--- config.mk ---
export PLATFORM = sky130hd
export DESIGN_NAME = pfs_setpoint
export DESIGN_NICKNAME = d
export VERILOG_FILES = /design/src/rtl/pfs_pkg.sv /design/src/rtl/pfs_dp_if.sv /design/src/rtl/pfs_decode.sv /design/src/rtl/pfs_scale.sv /design/src/rtl/pfs_setpoint.sv
export VERILOG_INCLUDE_DIRS = /design/src /design/src/rtl
export SDC_FILE = /design/constraint.sdc
export NUM_CORES = 2
export LEC_CHECK = 0
export BUFFER_PORTS_ARGS = -buffer_cell sky130_fd_sc_hd__buf_2
export CAP_MARGIN = 20
export CORE_ASPECT_RATIO = 1.25
export CORE_MARGIN = 2
export CORE_UTILIZATION = 58
export DETAILED_ROUTE_END_ITERATION = 7
export PLACE_DENSITY = 0.88
export SLEW_MARGIN = 5
export SYNTH_ARGS = -nofsm -noshare
export SYNTH_HDL_FRONTEND = slang
export SYNTH_SLANG_ARGS = --single-unit
export TNS_END_PERCENT = 5
--- constraint.sdc ---
create_clock -name clk_in -period 11.8 [get_ports clk_in]
set_clock_uncertainty 0.2 [all_clocks]
set_input_delay 0.59 -clock clk_in [delete_from_list [all_inputs] [get_ports clk_in]]
set_output_delay 0.59 -clock clk_in [all_outputs]
set_load 0.02 [all_outputs]
--- src/rtl/pfs_defines.svh ---
// Purpose: named constants of the parallel frequency setpoint block
// Assumes: frequencies in 0.01 Hz units, register index addressing
// Notes:   definitions only
`ifndef PFS_DEFINES_SVH
`define PFS_DEFINES_SVH
// register indexes
`define PFS_A_METHOD  4'h0
`define PFS_A_RTIME   4'h1
`define PFS_A_BCDBIAS 4'h2
`define PFS_A_BCDGAIN 4'h3
`define PFS_A_BINBIAS 4'h4
`define PFS_A_BINGAIN 4'h5
`define PFS_A_INC     4'h6
`define PFS_A_CTRL    4'h7
`define PFS_A_CMD     4'h8
`define PFS_A_STAT    4'h9
// setting codes and limits
`define PFS_OFF       16'h270F
`define PFS_DIRECT    16'h270F
`define PFS_FMAX      16'h9C40
`define PFS_GAIN60    16'h1770
`define PFS_GAIN50    16'h1388
`define PFS_BIAS_RST  16'h0000
`define PFS_INC_RST   2'h1
`define PFS_INC_MAX   16'h0003
`define PFS_RT_FREE   16'h0000
`define PFS_RT_STRB   16'h0001
`define PFS_RT_FILT   16'h000A
`define PFS_M_NARROW  16'h0003
`define PFS_M_WIDE    16'h000A
`define PFS_M_LAST    16'h000D
// full scale per code
`define PFS_FS_BCD3   17'h003E7
`define PFS_FS_BCD4   17'h0270F
`define PFS_FS_BIN12  17'h00FFF
`define PFS_FS_BIN16  17'h0FFFF
// direct mode multipliers, 0.01 Hz units
`define PFS_MUL_0     32'h000003E8
`define PFS_MUL_1     32'h00000064
`define PFS_MUL_2     32'h0000000A
`define PFS_MUL_3     32'h00000001
// timing
`define PFS_CLK_MHZ   250
`define PFS_FILT_US   1000
`endif

--- src/rtl/pfs_pkg.sv ---
// Purpose: types of the parallel frequency setpoint block
// Assumes: nothing
// Notes:   constants live in pfs_defines.svh
package pfs_pkg;
    typedef enum logic [1:0] {PFS_IDLE, PFS_DIV, PFS_OUT} pfs_st_t;
    typedef logic [15:0] pfs_word_t;
endpackage

--- src/rtl/pfs_dp_if.sv ---
// Purpose: datapath bundle between control, decoder and scaler
// Assumes: one clock
// Notes:   no clocking block
interface pfs_dp_if;
    logic [15:0] word;
    logic        bcd;
    logic        wide;
    logic [15:0] value;
    logic        bad;
    logic        start;
    logic [15:0] sval;
    logic [15:0] bias;
    logic [15:0] gain;
    logic [1:0]  inc;
    logic        busy;
    logic        done;
    logic [31:0] result;
    modport dec (input word, bcd, output value, bad);
    modport scl (input start, sval, bias, gain, inc, bcd, wide, output busy, done, result);
endinterface

--- src/rtl/pfs_decode.sv ---
// Purpose: turns the captured word into a number
// Assumes: unused upper lines already zeroed
// Notes:   purely combinational
`include "pfs_defines.svh"
module pfs_decode
    import pfs_pkg::*;
(
    pfs_dp_if.dec dp
);
    logic [3:0] dig_bad;

    // per digit range check
    for (genvar g = 0; g < 4; g++) begin : g_dig
        assign dig_bad[g] = (dp.word[4*g+3 -: 4] > 4'h9);
    end

    // bcd weights digits, binary passes straight
    always_comb begin
        if (dp.bcd) begin
            dp.value = 16'(dp.word[3:0]) + 16'(dp.word[7:4]) * 16'h000A
                     + 16'(dp.word[11:8]) * 16'h0064 + 16'(dp.word[15:12]) * 16'h03E8; // RULE4
        end else begin
            dp.value = dp.word; // RULE4
        end
        dp.bad = dp.bcd & (|dig_bad); // RULE19
    end
endmodule // pfs_decode

--- src/rtl/pfs_scale.sv ---
// Purpose: maps a decoded value to a frequency command
// Assumes: start only while idle
// Notes:   restoring divide, 32 steps per interpolation
`include "pfs_defines.svh"
module pfs_scale
    import pfs_pkg::*;
(
    input  wire logic clk_in,
    input  wire logic sys_rst_in,
    pfs_dp_if.scl     dp
);
    pfs_st_t     st_r, st_nxt;
    logic [31:0] num_r, num_nxt;
    logic [16:0] rem_r, rem_nxt;
    logic [4:0]  cnt_r, cnt_nxt;
    logic [31:0] res_r, res_nxt;
    logic        done_r, done_nxt;
    logic [17:0] rem_sh;
    logic [16:0] fs;
    logic [15:0] span;
    logic [31:0] mul, bias32, gain32, val;

    assign dp.busy   = (st_r != PFS_IDLE);
    assign dp.done   = done_r;
    assign dp.result = res_r;

    // operand selection
    always_comb begin
        if (dp.bcd) fs = dp.wide ? `PFS_FS_BCD4 : `PFS_FS_BCD3; // RULE11
        else        fs = dp.wide ? `PFS_FS_BIN16 : `PFS_FS_BIN12; // RULE11
        span   = (dp.gain >= dp.bias) ? dp.gain - dp.bias : dp.bias - dp.gain;
        bias32 = 32'(dp.bias);
        gain32 = 32'(dp.gain);
        unique case (dp.inc) // RULE18
            2'h0: mul = `PFS_MUL_0;
            2'h1: mul = `PFS_MUL_1;
            2'h2: mul = `PFS_MUL_2;
            2'h3: mul = `PFS_MUL_3;
        endcase
        if (dp.gain >= dp.bias) val = bias32 + num_r; // RULE20
        else if (num_r > bias32) val = 32'h00000000;
        else val = bias32 - num_r; // RULE20
    end

    // sequencer and divider
    always_comb begin
        st_nxt   = st_r;
        num_nxt  = num_r;
        rem_nxt  = rem_r;
        cnt_nxt  = cnt_r;
        res_nxt  = res_r;
        done_nxt = 1'b0;
        rem_sh   = {rem_r, num_r[31]};
        unique case (st_r)
            PFS_IDLE: if (dp.start) begin
                if (dp.gain == `PFS_DIRECT) begin
                    res_nxt  = 32'(dp.sval) * mul; // RULE13 RULE14 RULE18
                    done_nxt = 1'b1;
                end else begin
                    num_nxt = 32'(span) * 32'(dp.sval); // RULE10 RULE11
                    rem_nxt = 17'h00000;
                    cnt_nxt = 5'h00;
                    st_nxt  = PFS_DIV;
                end
            end
            PFS_DIV: begin
                if (rem_sh >= {1'b0, fs}) begin
                    rem_nxt = 17'(rem_sh - {1'b0, fs});
                    num_nxt = {num_r[30:0], 1'b1};
                end else begin
                    rem_nxt = rem_sh[16:0];
                    num_nxt = {num_r[30:0], 1'b0};
                end
                cnt_nxt = cnt_r + 5'h01;
                if (cnt_r == 5'h1F) st_nxt = PFS_OUT;
            end
            PFS_OUT: begin
                res_nxt  = (val > gain32) ? gain32 : val; // RULE12
                done_nxt = 1'b1;
                st_nxt   = PFS_IDLE;
            end
            default: st_nxt = PFS_IDLE;
        endcase
    end

    // state registers
    always_ff @(posedge clk_in) begin
        if (sys_rst_in) begin
            st_r   <= PFS_IDLE;
            num_r  <= 32'h00000000;
            rem_r  <= 17'h00000;
            cnt_r  <= 5'h00;
            res_r  <= 32'h00000000;
            done_r <= 1'b0;
        end else begin
            st_r   <= st_nxt;
            num_r  <= num_nxt;
            rem_r  <= rem_nxt;
            cnt_r  <= cnt_nxt;
            res_r  <= res_nxt;
            done_r <= done_nxt;
        end
    end
endmodule // pfs_scale

--- src/rtl/pfs_setpoint.sv ---
// Purpose: parallel setpoint word to inverter frequency command
// Assumes: lines and strobe are asynchronous pins, drive_running_in is local
// Notes:   command in 0.01 Hz units, registers on a plain strobe port
//
// Decided for this implementation: the address-and-strobe port and the address map.
`include "pfs_defines.svh"
//
// Contract
// RULE1: setting 9999 in input_method_select disables the function; others enable it.
// RULE2: method codes pick 3/4-digit BCD or 12/16-bit binary, +2 adds compensation.
// RULE3: methods 0 to 3 ignore digit_input_lines[15:12].
// RULE4: binary takes the word as hex; BCD takes each nibble as a digit.
// RULE5: read timing 0 captures continuously, unfiltered, strobe ignored.
// RULE6: read timing 1 captures only while read_strobe is high, else holds.
// RULE7: read timing 10 captures continuously through a skew filter.
// RULE8: the driver holds each word for at least 20 ms.
// RULE9: powering up with strobe low under timing 1 reads all lines as zero.
// RULE10: input zero maps to the bias of the active code; where gain is below bias the code outputs the gain.
// RULE11: full-scale input maps to the gain of the active code.
// RULE12: the command never exceeds the active gain; the code does not limit direct mode (gain 9999).
// RULE13: gain 9999 uses the value times the increment as the command.
// RULE14: in direct mode the bias settings are ignored.
// RULE15: bias and gain accept 0 to 400 Hz, gain also 9999; bias resets 0.
// RULE16: gains reset to 60 Hz, or 50 Hz in the regional variant.
// RULE17: increment accepts 0 to 3, resets 1, locked while running, survives clear.
// RULE18: increment 0..3 selects 10, 1, 0.1, 0.01 Hz per count.
// RULE19: a BCD digit above 9 is refused and the old value kept.
// RULE20: between bias and gain the command interpolates linearly; where gain is below bias the code holds the gain.
module pfs_setpoint
    import pfs_pkg::*;
#(
    parameter bit          REGION_50HZ = 1'b0,
    parameter int unsigned FILT_CYC    = `PFS_FILT_US * `PFS_CLK_MHZ
)
(
    input  wire logic        clk_in,
    input  wire logic        sys_rst_in,
    input  wire logic [15:0] digit_input_lines_in,
    input  wire logic        read_strobe_in,
    input  wire logic        drive_running_in,
    input  wire logic [3:0]  reg_addr_in,
    input  wire logic [31:0] reg_wdata_in,
    input  wire logic        reg_wr_in,
    input  wire logic        reg_rd_in,
    output logic      [31:0] reg_rdata_out,
    output logic      [31:0] freq_cmd_out,
    output logic             setpoint_active_out,
    output logic             analog_comp_out
);
    localparam logic [15:0] GAIN_RST = REGION_50HZ ? `PFS_GAIN50 : `PFS_GAIN60;
    localparam logic [22:0] FILT_END = 23'(FILT_CYC);

    pfs_dp_if dp ();

    logic [16:0] sy1_r, sy1_nxt, sy2_r, sy2_nxt;
    pfs_word_t   method_r, method_nxt, rtime_r, rtime_nxt;
    pfs_word_t   bcdb_r, bcdb_nxt, bcdg_r, bcdg_nxt;
    pfs_word_t   binb_r, binb_nxt, bing_r, bing_nxt;
    logic [1:0]  inc_r, inc_nxt;
    logic [31:0] rdata_r, rdata_nxt;
    pfs_word_t   last_r, last_nxt, cap_r, cap_nxt, acc_r, acc_nxt;
    logic [22:0] fcnt_r, fcnt_nxt;
    logic        bad_r, bad_nxt, start_r, start_nxt;
    logic [31:0] freq_r, freq_nxt;
    logic        act_r, act_nxt, comp_r, comp_nxt;
    logic        enabled, narrow, is_bcd, wr_ok, bulk_clr;
    pfs_word_t   masked, wv;

    // decoded view of the settings
    always_comb begin
        wv       = reg_wdata_in[15:0];
        enabled  = (method_r != `PFS_OFF); // RULE1
        narrow   = (method_r <= `PFS_M_NARROW); // RULE3
        is_bcd   = ~method_r[0]; // RULE2
        masked   = narrow ? {4'h0, sy2_r[11:0]} : sy2_r[15:0]; // RULE3
        bulk_clr = reg_wr_in & (reg_addr_in == `PFS_A_CTRL) & reg_wdata_in[0];
        wr_ok    = (wv <= `PFS_FMAX); // RULE15
    end

    assign dp.word  = cap_r;
    assign dp.bcd   = is_bcd;
    assign dp.wide  = ~narrow;
    assign dp.start = start_r;
    assign dp.sval  = acc_r;
    assign dp.bias  = is_bcd ? bcdb_r : binb_r; // RULE10
    assign dp.gain  = is_bcd ? bcdg_r : bing_r; // RULE11
    assign dp.inc   = inc_r;

    pfs_decode u_dec (
        .dp (dp)
    );

    pfs_scale u_scl (
        .clk_in     (clk_in),
        .sys_rst_in (sys_rst_in),
        .dp         (dp)
    );

    // settings and register read port
    always_comb begin
        method_nxt = method_r;
        rtime_nxt  = rtime_r;
        bcdb_nxt   = bcdb_r;
        bcdg_nxt   = bcdg_r;
        binb_nxt   = binb_r;
        bing_nxt   = bing_r;
        inc_nxt    = inc_r;
        rdata_nxt  = 32'h00000000;
        if (bulk_clr) begin
            method_nxt = `PFS_OFF;
            rtime_nxt  = `PFS_RT_FREE;
            bcdb_nxt   = `PFS_BIAS_RST; // RULE15
            binb_nxt   = `PFS_BIAS_RST;
            bcdg_nxt   = GAIN_RST; // RULE16
            bing_nxt   = GAIN_RST;
        end else if (reg_wr_in) begin
            unique case (reg_addr_in)
                `PFS_A_METHOD:
                    if (wv == `PFS_OFF || wv <= `PFS_M_NARROW || (wv >= `PFS_M_WIDE && wv <= `PFS_M_LAST))
                        method_nxt = wv; // RULE1 RULE2
                `PFS_A_RTIME:
                    if (wv == `PFS_RT_FREE || wv == `PFS_RT_STRB || wv == `PFS_RT_FILT) rtime_nxt = wv;
                `PFS_A_BCDBIAS: if (wr_ok) bcdb_nxt = wv; // RULE15
                `PFS_A_BCDGAIN: if (wr_ok || wv == `PFS_DIRECT) bcdg_nxt = wv; // RULE15
                `PFS_A_BINBIAS: if (wr_ok) binb_nxt = wv; // RULE15
                `PFS_A_BINGAIN: if (wr_ok || wv == `PFS_DIRECT) bing_nxt = wv; // RULE15
                `PFS_A_INC: if (!drive_running_in && wv <= `PFS_INC_MAX) inc_nxt = wv[1:0]; // RULE17
                default: ;
            endcase
        end
        if (reg_rd_in) begin
            unique case (reg_addr_in)
                `PFS_A_METHOD:  rdata_nxt = {16'h0000, method_r};
                `PFS_A_RTIME:   rdata_nxt = {16'h0000, rtime_r};
                `PFS_A_BCDBIAS: rdata_nxt = {16'h0000, bcdb_r};
                `PFS_A_BCDGAIN: rdata_nxt = {16'h0000, bcdg_r};
                `PFS_A_BINBIAS: rdata_nxt = {16'h0000, binb_r};
                `PFS_A_BINGAIN: rdata_nxt = {16'h0000, bing_r};
                `PFS_A_INC:     rdata_nxt = {30'h0000000, inc_r};
                `PFS_A_CMD:     rdata_nxt = freq_r;
                `PFS_A_STAT:    rdata_nxt = {12'h000, bad_r, dp.busy, comp_r, act_r, acc_r};
                default:        rdata_nxt = 32'h00000000;
            endcase
        end
    end

    // capture, filter and acceptance of the input word
    always_comb begin
        sy1_nxt  = {read_strobe_in, digit_input_lines_in};
        sy2_nxt  = sy1_r;
        last_nxt = masked;
        fcnt_nxt = fcnt_r;
        cap_nxt  = cap_r;
        acc_nxt  = acc_r;
        bad_nxt  = bad_r;
        // skew filter: a word counts once it has stood unchanged for the window
        if (masked != last_r) fcnt_nxt = 23'h000000; // RULE7 RULE8
        else if (fcnt_r != FILT_END) fcnt_nxt = fcnt_r + 23'h000001;
        unique case (rtime_r)
            `PFS_RT_STRB: if (sy2_r[16]) cap_nxt = masked; // RULE6 RULE9
            `PFS_RT_FILT: if (fcnt_r == FILT_END) cap_nxt = last_r; // RULE7
            default:      cap_nxt = masked; // RULE5
        endcase
        if (dp.bad) begin
            bad_nxt = 1'b1; // RULE19
        end else begin
            acc_nxt = dp.value; // RULE4
            bad_nxt = 1'b0;
        end
        // any write to the method register, legal or not, drops the old value to zero
        if (reg_wr_in && reg_addr_in == `PFS_A_METHOD) begin
            cap_nxt = 16'h0000;
            acc_nxt = 16'h0000;
        end
    end

    // command output, refreshed whenever the scaler finishes
    always_comb begin
        start_nxt = enabled & ~dp.busy & ~start_r & ~dp.done;
        freq_nxt  = freq_r;
        act_nxt   = act_r;
        // compensation codes sit in bit 1 of the narrow codes and bit 2 of the wide ones
        comp_nxt  = enabled & (narrow ? method_r[1] : method_r[2]); // RULE2
        if (!enabled) begin
            freq_nxt = 32'h00000000; // RULE1
            act_nxt  = 1'b0;
        end else if (dp.done) begin
            freq_nxt = dp.result; // RULE12
            act_nxt  = 1'b1;
        end
    end

    // registers
    always_ff @(posedge clk_in) begin
        if (sys_rst_in) begin
            sy1_r    <= 17'h00000;
            sy2_r    <= 17'h00000;
            method_r <= `PFS_OFF; // RULE1
            rtime_r  <= `PFS_RT_FREE;
            bcdb_r   <= `PFS_BIAS_RST;
            bcdg_r   <= GAIN_RST;
            binb_r   <= `PFS_BIAS_RST;
            bing_r   <= GAIN_RST;
            inc_r    <= `PFS_INC_RST; // RULE17
            rdata_r  <= 32'h00000000;
            last_r   <= 16'h0000;
            cap_r    <= 16'h0000; // RULE9
            acc_r    <= 16'h0000;
            fcnt_r   <= 23'h000000;
            bad_r    <= 1'b0;
            start_r  <= 1'b0;
            freq_r   <= 32'h00000000;
            act_r    <= 1'b0;
            comp_r   <= 1'b0;
        end else begin
            sy1_r    <= sy1_nxt;
            sy2_r    <= sy2_nxt;
            method_r <= method_nxt;
            rtime_r  <= rtime_nxt;
            bcdb_r   <= bcdb_nxt;
            bcdg_r   <= bcdg_nxt;
            binb_r   <= binb_nxt;
            bing_r   <= bing_nxt;
            inc_r    <= inc_nxt;
            rdata_r  <= rdata_nxt;
            last_r   <= last_nxt;
            cap_r    <= cap_nxt;
            acc_r    <= acc_nxt;
            fcnt_r   <= fcnt_nxt;
            bad_r    <= bad_nxt;
            start_r  <= start_nxt;
            freq_r   <= freq_nxt;
            act_r    <= act_nxt;
            comp_r   <= comp_nxt;
        end
    end

    assign reg_rdata_out       = rdata_r;
    assign freq_cmd_out        = freq_r;
    assign setpoint_active_out = act_r;
    assign analog_comp_out     = comp_r;
endmodule // pfs_setpoint

# [Yosys cells after proc, flatten, opt, wreduce, memory -nomap -nowiden]
# Index checks and enable logic that the tools add are counted.
[word_totals] mem_bits_rw=0 mem_count=0 reg_bits=360 out_inout_bits=66 mem_bits_ro=0 inputBits=58 latch_bits=0
[op_classes] multipliers=5 n_reduce_logical=33 n_shift=0 eq_ne=31 add_sub_neg=10 n_bitwise=14 div=0 muxes=39 magnitude_cmp=13
[ops] operator="32-bit one-hot mux with 9 select lines" n=1
[ops] operator="32-bit 2-to-1 mux" n=7
[ops] operator="16-bit 2-to-1 mux" n=8
[ops] operator="32-bit one-hot mux with 2 select lines" n=2
[ops] operator="32-bit one-hot mux with 4 select lines" n=1
[ops] operator="17-bit 2-to-1 mux" n=4
[ops] operator="32-bit by 16-bit greater-than comparator with 1-bit output" n=2
[ops] operator="17-bit one-hot mux with 2 select lines" n=1
[ops] operator="16-bit by 32-bit adder with 32-bit output" n=1
[ops] operator="16-bit by 1-bit equality test with 1-bit output (second input constant)" n=2
[ops] operator="16-bit by 14-bit equality test with 1-bit output (second input constant)" n=2
[ops] operator="16-bit by 4-bit equality test with 1-bit output (second input constant)" n=2
[ops] operator="16-bit by 2-bit <= comparator with 1-bit output (second input constant)" n=2
[ops] operator="16-bit by 16-bit multiplier with 32-bit output" n=1
[ops] operator="16-bit by 32-bit multiplier with 32-bit output" n=1
[ops] operator="16-bit one-hot mux with 2 select lines" n=1
[ops] operator="16-bit subtractor" n=2
[ops] operator="16-bit by 32-bit subtractor with 32-bit output" n=1
[ops] operator="3-bit AND reduction" n=9
[ops] operator="23-bit by 1-bit adder with 23-bit output (second input constant)" n=1
[ops] operator="23-bit by 18-bit equality test with 1-bit output (second input constant)" n=1
[ops] operator="23-bit by 18-bit inequality test with 1-bit output (second input constant)" n=1
[ops] operator="18-bit by 17-bit >= comparator with 1-bit output" n=1
[ops] operator="17-bit subtractor" n=1
[ops] operator="other kinds (43)" n=90

# [Longest topological paths before layout]
[depth] ltp_word=7 ltp_mapped=43 ltp_nobuf=38

# [By module]
# A second synthesis with hierarchy kept.
[hier_totals] hier_cells=4094 area_unflattened_um2=35905.7
[by_module_without_submodules] module="pfs_scale" instances=1 cells_per_inst=2769 area_each_um2=23043.4
[by_module_without_submodules] module="pfs_setpoint" instances=1 cells_per_inst=1098 area_each_um2=10921.7
[by_module_without_submodules] module="pfs_decode" instances=1 cells_per_inst=227 area_each_um2=1940.6

# [Worst setup path after synthesis]
# No wires, ideal clock.
[synth_timing] kind="reg2reg" from="register method_r[0]" to="register u_scl.num_r[29]" arrival_ns=10.761 setup_ns=0.134 setup_slack_ns=0.706 path_stages_with_launch=42 t_required_ns=11.466 synth_period_minus_slack_ns=11.094 path_cell_list="dfxtp_1 > clkbuf_1 > clkbuf_1 > clkbuf_1 > buf_1 > mux2i_1 > inv_1 > ha_1 > a21oi_1 > o2111ai_1 > a2111oi_2 > o22a_1 > buf_2 > o21ai_0 > and2_1 > o21ai_0 > a31oi_1 > o21ai_0 > [6 not listed] > fa_1 > inv_1 > fa_1 > inv_1 > fa_1 > inv_1 > ha_1 > or2_2 > nor4_1 > o21ai_0 > a31oi_1 > o31ai_1 > a41o_1 > a221oi_1 > o21ai_0 > o41ai_1 > xor2_1 > o22ai_1"
[synth_between] elab_chain_cells=7
[synth_rtl] element="from (decl)" line_no="pfs_setpoint.sv:56" source="pfs_word_t method_r, method_nxt, rtime_r, rtime_nxt;"
[synth_rtl] element="from (signal assigned)" line_no="pfs_setpoint.sv:198" source="method_r <= `PFS_OFF;"
[synth_rtl] element="from (signal assigned)" line_no="pfs_setpoint.sv:218" source="method_r <= method_nxt;"
[synth_rtl] element="16-bit 2-to-1 mux (on tied branches)" line_no="pfs_setpoint.sv:85, pfs_setpoint.sv:86"
[synth_rtl] element="16-bit subtractor / 16-bit >= comparator (equally long branches)" line_no="pfs_scale.sv:31" source="span = (dp.gain >= dp.bias) ? dp.gain - dp.bias : dp.bias - dp.gain;"
[synth_rtl] element="16-bit 2-to-1 mux" line_no="pfs_scale.sv:31"
[synth_rtl] element="16-bit by 16-bit multiplier with 32-bit output" line_no="pfs_scale.sv:60" source="num_nxt = 32'(span) * 32'(dp.sval);"
[synth_rtl] element="32-bit 2-to-1 mux" line_no="pfs_scale.sv:56" source="if (dp.gain == `PFS_DIRECT) begin"
[synth_rtl] element="32-bit 2-to-1 mux" line_no="pfs_scale.sv:55" source="PFS_IDLE: if (dp.start) begin"
[synth_rtl] element="32-bit one-hot mux with 2 select lines" line_no="pfs_scale.sv:54" source="unique case (st_r)"
[synth_rtl] element="to (signal assigned)" line_no="pfs_scale.sv:97" source="num_r <= num_nxt;"
[synth_rtl] element="to (decl)" line_no="pfs_scale.sv:13" source="logic [31:0] num_r, num_nxt;"
# Parallel ways exist; a longest one is shown, timed or not. The select of a mux whose other input is x is not followed.
# A chain may end at the register's enable or synchronous reset.

# [Final worst setup path]
[layout_timing] from="register method_r[0]" to="register u_scl.num_r[30]"
# Same word-level chain as after synthesis.

==> results.txt <==
----------------------------------------------------
[Synth]
  Post-synth top area share ... approximately a fifth
  Async S/R FF share, synth ... 0%
  Mean post-synth cell area ... around 8.5 µm²
  Synth Register Bits ... between 300 and 400
  Most used standard cell by instance count after synthesis ... sky130_fd_sc_hd__inv_1
  YS warnings ... 0
  Largest area contributor in the synthesized netlist ... sky130_fd_sc_hd__dfxtp_1
  Ranking of synthesized cells by area ... sky130_fd_sc_hd__dfxtp_1, sky130_fd_sc_hd__fa_1, sky130_fd_sc_hd__ha_1, sky130_fd_sc_hd__inv_1, sky130_fd_sc_hd__nand2_1
  Count of mapped cells out of synthesis ... between 4000 and 5000
  Number of enable flip-flop cells after synthesis ... 0
  Net count of the mapped netlist ... 4811
  Sequential cell area fraction in the yosys report ... just over 20%
  Cell area after synthesis ... 34800 µm²
  Unique masters post-synth ... 86
  Flip-flop cell with the highest count after synthesis ... sky130_fd_sc_hd__dfxtp_1
  Commonest cells in the netlist ... sky130_fd_sc_hd__inv_1, sky130_fd_sc_hd__nand2_1, sky130_fd_sc_hd__ha_1, sky130_fd_sc_hd__dfxtp_1, sky130_fd_sc_hd__fa_1

[Worst setup path]
  Worst Reg-to-Reg Cells ... 33
  Worst setup path endpoint ... u_scl.num_r[30]
  Worst setup SP type ... flop
  Largest driver fanout on the critical path ... 16
  Arrival time at the worst endpoint ... around 11 ns
  Worst Path Class, Setup ... flop to flop
  Largest stage delay on the critical path ... ~0.61 ns
  Cell type of the slowest stage on the worst timing path ... sky130_fd_sc_hd__dfxtp_2
  CP required ... around 12 ns
  Timing startpoint of the critical path ... method_r[0]
  Most prevalent standard cell on the critical path ... sky130_fd_sc_hd__fa_1
  R2r endpoint ... u_scl.num_r[30]
  Kind of capture point of the worst setup path ... flop
  Launch instance of the worst register-to-register path ... method_r[0]
  R2R Setup Slk ... about 0.65 ns

[Floorplanning]
  Die Footprint ... around 62000 µm²
  Core Footprint ... between 50000 and 60000 µm²
  Horizontal die dimension ... about 220 µm
  Initial Utilization ... about three fifths
  Die H ... between 200 and 300 µm
  Floorplan row count ... 100
  Boundary pin count ... between 100 and 150

[Cells and area]
  Number of nets in the layout ... just under 5000
  Synthesis-to-finish area growth ... 7.233%
  Non-filler instance count after layout ... 4867
  Final non-filler cell area ... between 30000 and 40000 µm²
  Share of post-route cells with drive strength above 1 ... about 7.1%

[Placed design]
  Port Buffer Count ... 107
  Placed Cells ... 4804
  GPL Wtd Cong ... a little over 1
  Half-perimeter wire length after placement ... 74650 µm
  Instance area after placement ... 36120 µm²

[Detailed routing]
  Uppermost metal layer occupied by signal nets ... met4
  Routed wire length on met2 ... approximately 47000 µm
  Length of routed wiring on met1 ... approximately 35000 µm
  Number of nets with antenna violations after routing ... 0
  First-pass iteration count of the detailed router ... 8
  Number of vias in the routed layout ... approximately 30000
  DRT Wirelength ... 97640 µm
  Number of design rule violations left after detail routing ... 0
  Met3 layer wire length in the routed design ... between 7000 and 8000 µm
  DR WL/cell ... 20.06 µm
  Number of vias per cell after detailed routing ... approximately 6
  Number of violations reported at the end of detailed-routing iteration 0 ... about 2800

[STA]
  Setup-violating endpoint count in the final report ... 0
  Tcrit/Tclk final ... ~94%
  F_max ... 89.69 MHz
  RSZ-0062 raised after global routing ... false
  Max-slew headroom at the worst pin ... between 20% and 30%
  Sum Neg Setup Slack ... 0 ns
  Post-Route Hold Slack ... approximately 0.055 ns
  Slew at the pin with the worst max-slew slack ... between 1 and 1.5 ns
  Final-report max-slew violation count ... 0
  Fin. Hold Viols ... 0
  Final worst path period need ... between 10 and 15 ns

[Clock network]
  Level count of the clock H-tree ... 2
  Clock sink count ... 360
  Clock network latency to the later pin of the worst-skew pair ... between 0.5 and 0.6 ns
  Number of hold buffers added after CTS ... 0
  TritonCTS clock tree ... done
  Largest buffer count on any clock path ... 3
  Clock tree root driver cell ... sky130_fd_sc_hd__clkbuf_16
  Clock buffer count from CTS ... 34
  Clock slew seen by the registers of the worst setup and hold paths ... 0.07 ns

[Global route]
  Number of antenna violations at the first check in global routing ... 2
  Global-route wire length before repair ... approximately 160000 µm
  Maximum number of pins on one net before global-route repair ... 65
  Residual overflow from global routing ... 0
  Number of global-route vias before repair ... 30195
  GR Util All Layers ... 31.65%

[Power]
  Cell Pwr Density ... 74.45 nW/µm²
  Worst IR drop on VDD ... between 100 and 150 µV
  Static Leak ... ~0.018 µW

[Worst hold path]
  Instance count along the most critical hold path ... 2
  Worst min path class ... primary input to flop
  Launch instance of the worst min-delay path ... digit_input_lines_in[13]

[Flow run]
  Count of max-cap constraint violations ... 0

[Status]
  Result of the run ... finished, final reports clean

----------------------------------------------------
-- report_power, final --
group | internal [µW] | switching, µW | total, µW | leakage [µW]
Sequential | 1230 | 12.3 | 1240 | 0.00291
Combinational | 127 | 239 | 366 | 0.0147
Clock | 666 | 507 | 1170 | 0.000576
Total | 2020 | 758 | 2780 | 0.0182
-- critical path: cells and delay by family (launching register included) --
family	cells	cell delay [ns]
fa+ha+maj	8	3.85
xor+xnor	2	0.31
flops	1	0.61
simple gates	7	1.84
compound gates	8	2.38
buf+inv	6	0.68
mux	2	1.08
-- worst min path at each step --
| stage | slack, ns | to |
|---|---|---|
| 6_report | 0.05 | sy1_r[13] |
| 5_1_grt | 0.06 | sy1_r[13] |
| 4_1_cts | 0.05 | sy1_r[3] |
| 3_5_place_dp | 0.23 | sy2_r[14] |
| 3_3_place_gp | 0.22 | sy2_r[2] |
| 2_1_floorplan | 0.21 | sy2_r[0] |
-- routing by layer --
metal	vias up	track usage, %
li1	13720	-
met1	14456	36.18
met2	1417	54.19
met3	399	4.735
met4	0	22.49
met5	-	0
-- logic make-up (layout without fill, tap and decap cells) --
family	Yosys count	after routing	synth area share, %
buf+inv	724	748	7.873
fa+ha+maj	677	677	31.05
xor+xnor	140	140	3.523
other cells	0	2	0
simple gates	1374	1374	19.61
compound gates	661	661	13.21
flops	360	360	20.71
mux	140	140	4.033
-- timing repair --
action                                  4_1_cts  5_1_grt
hold endpoints to repair                      0        0
gates resized for setup                       0        3
buffers inserted                              0        0
endpoints found under the setup margin        0        3
-- sequential cells by signal, indices dropped and copies added (netlist names), 17 cells and up --
register and cells:
fcnt_r 23, freq_cmd_out 32, reg_rdata_out 32, sy1_r 17, sy2_r 17, u_scl.dp.result 32
u_scl.num_r 32, u_scl.rem_r 17
-- final cells by class --
| class | count | area [µm²] |
|---|---|---|
| Antenna cell | 2 | 5.005 |
| Clock buffer | 41 | 938.4 |
| Clock inverter | 20 | 246.5 |
| Fill cell | 4593 | 22110 |
| Inverter | 505 | 1896 |
| Multi-Input combinational cell | 2992 | 24960 |
| Sequential cell | 360 | 7211 |
| Tap cell | 765 | 957.2 |
| Timing Repair Buffer | 182 | 1114 |
-- metrics by stage --
stage | power (µW) | setup WS (ns) | util, %
detailed placement | 1623 | 0.5826 | 60.77
global route | 2861 | 0.1253 | 62.79
finish | 2779 | 0.6510 | 62.80
floorplan | 1511 | 0.7055 | -
CTS | 2774 | 0.5127 | 62.77
global placement | 1613 | 0.7811 | 60.77
-- placed cells by master, fill, tap and decap left out, drive strengths merged, types with 23 or more instances in the layout --
cell    instances
inv           509
nand2         391
ha            366
dfxtp         360
fa            311
nor2          304
buf           182
a21oi         140
and2          139
mux2i         138
nor2b         118
o21ai         108
nand3          94
xnor2          88
nor3           74
a22oi          73
and3           59
xor2           52
a21o           48
a211oi         46
nand4          43
nand2b         43
clkbuf         41
a31oi          27
a222oi         23
Note: power is estimated with default switching activity, not from simulation.
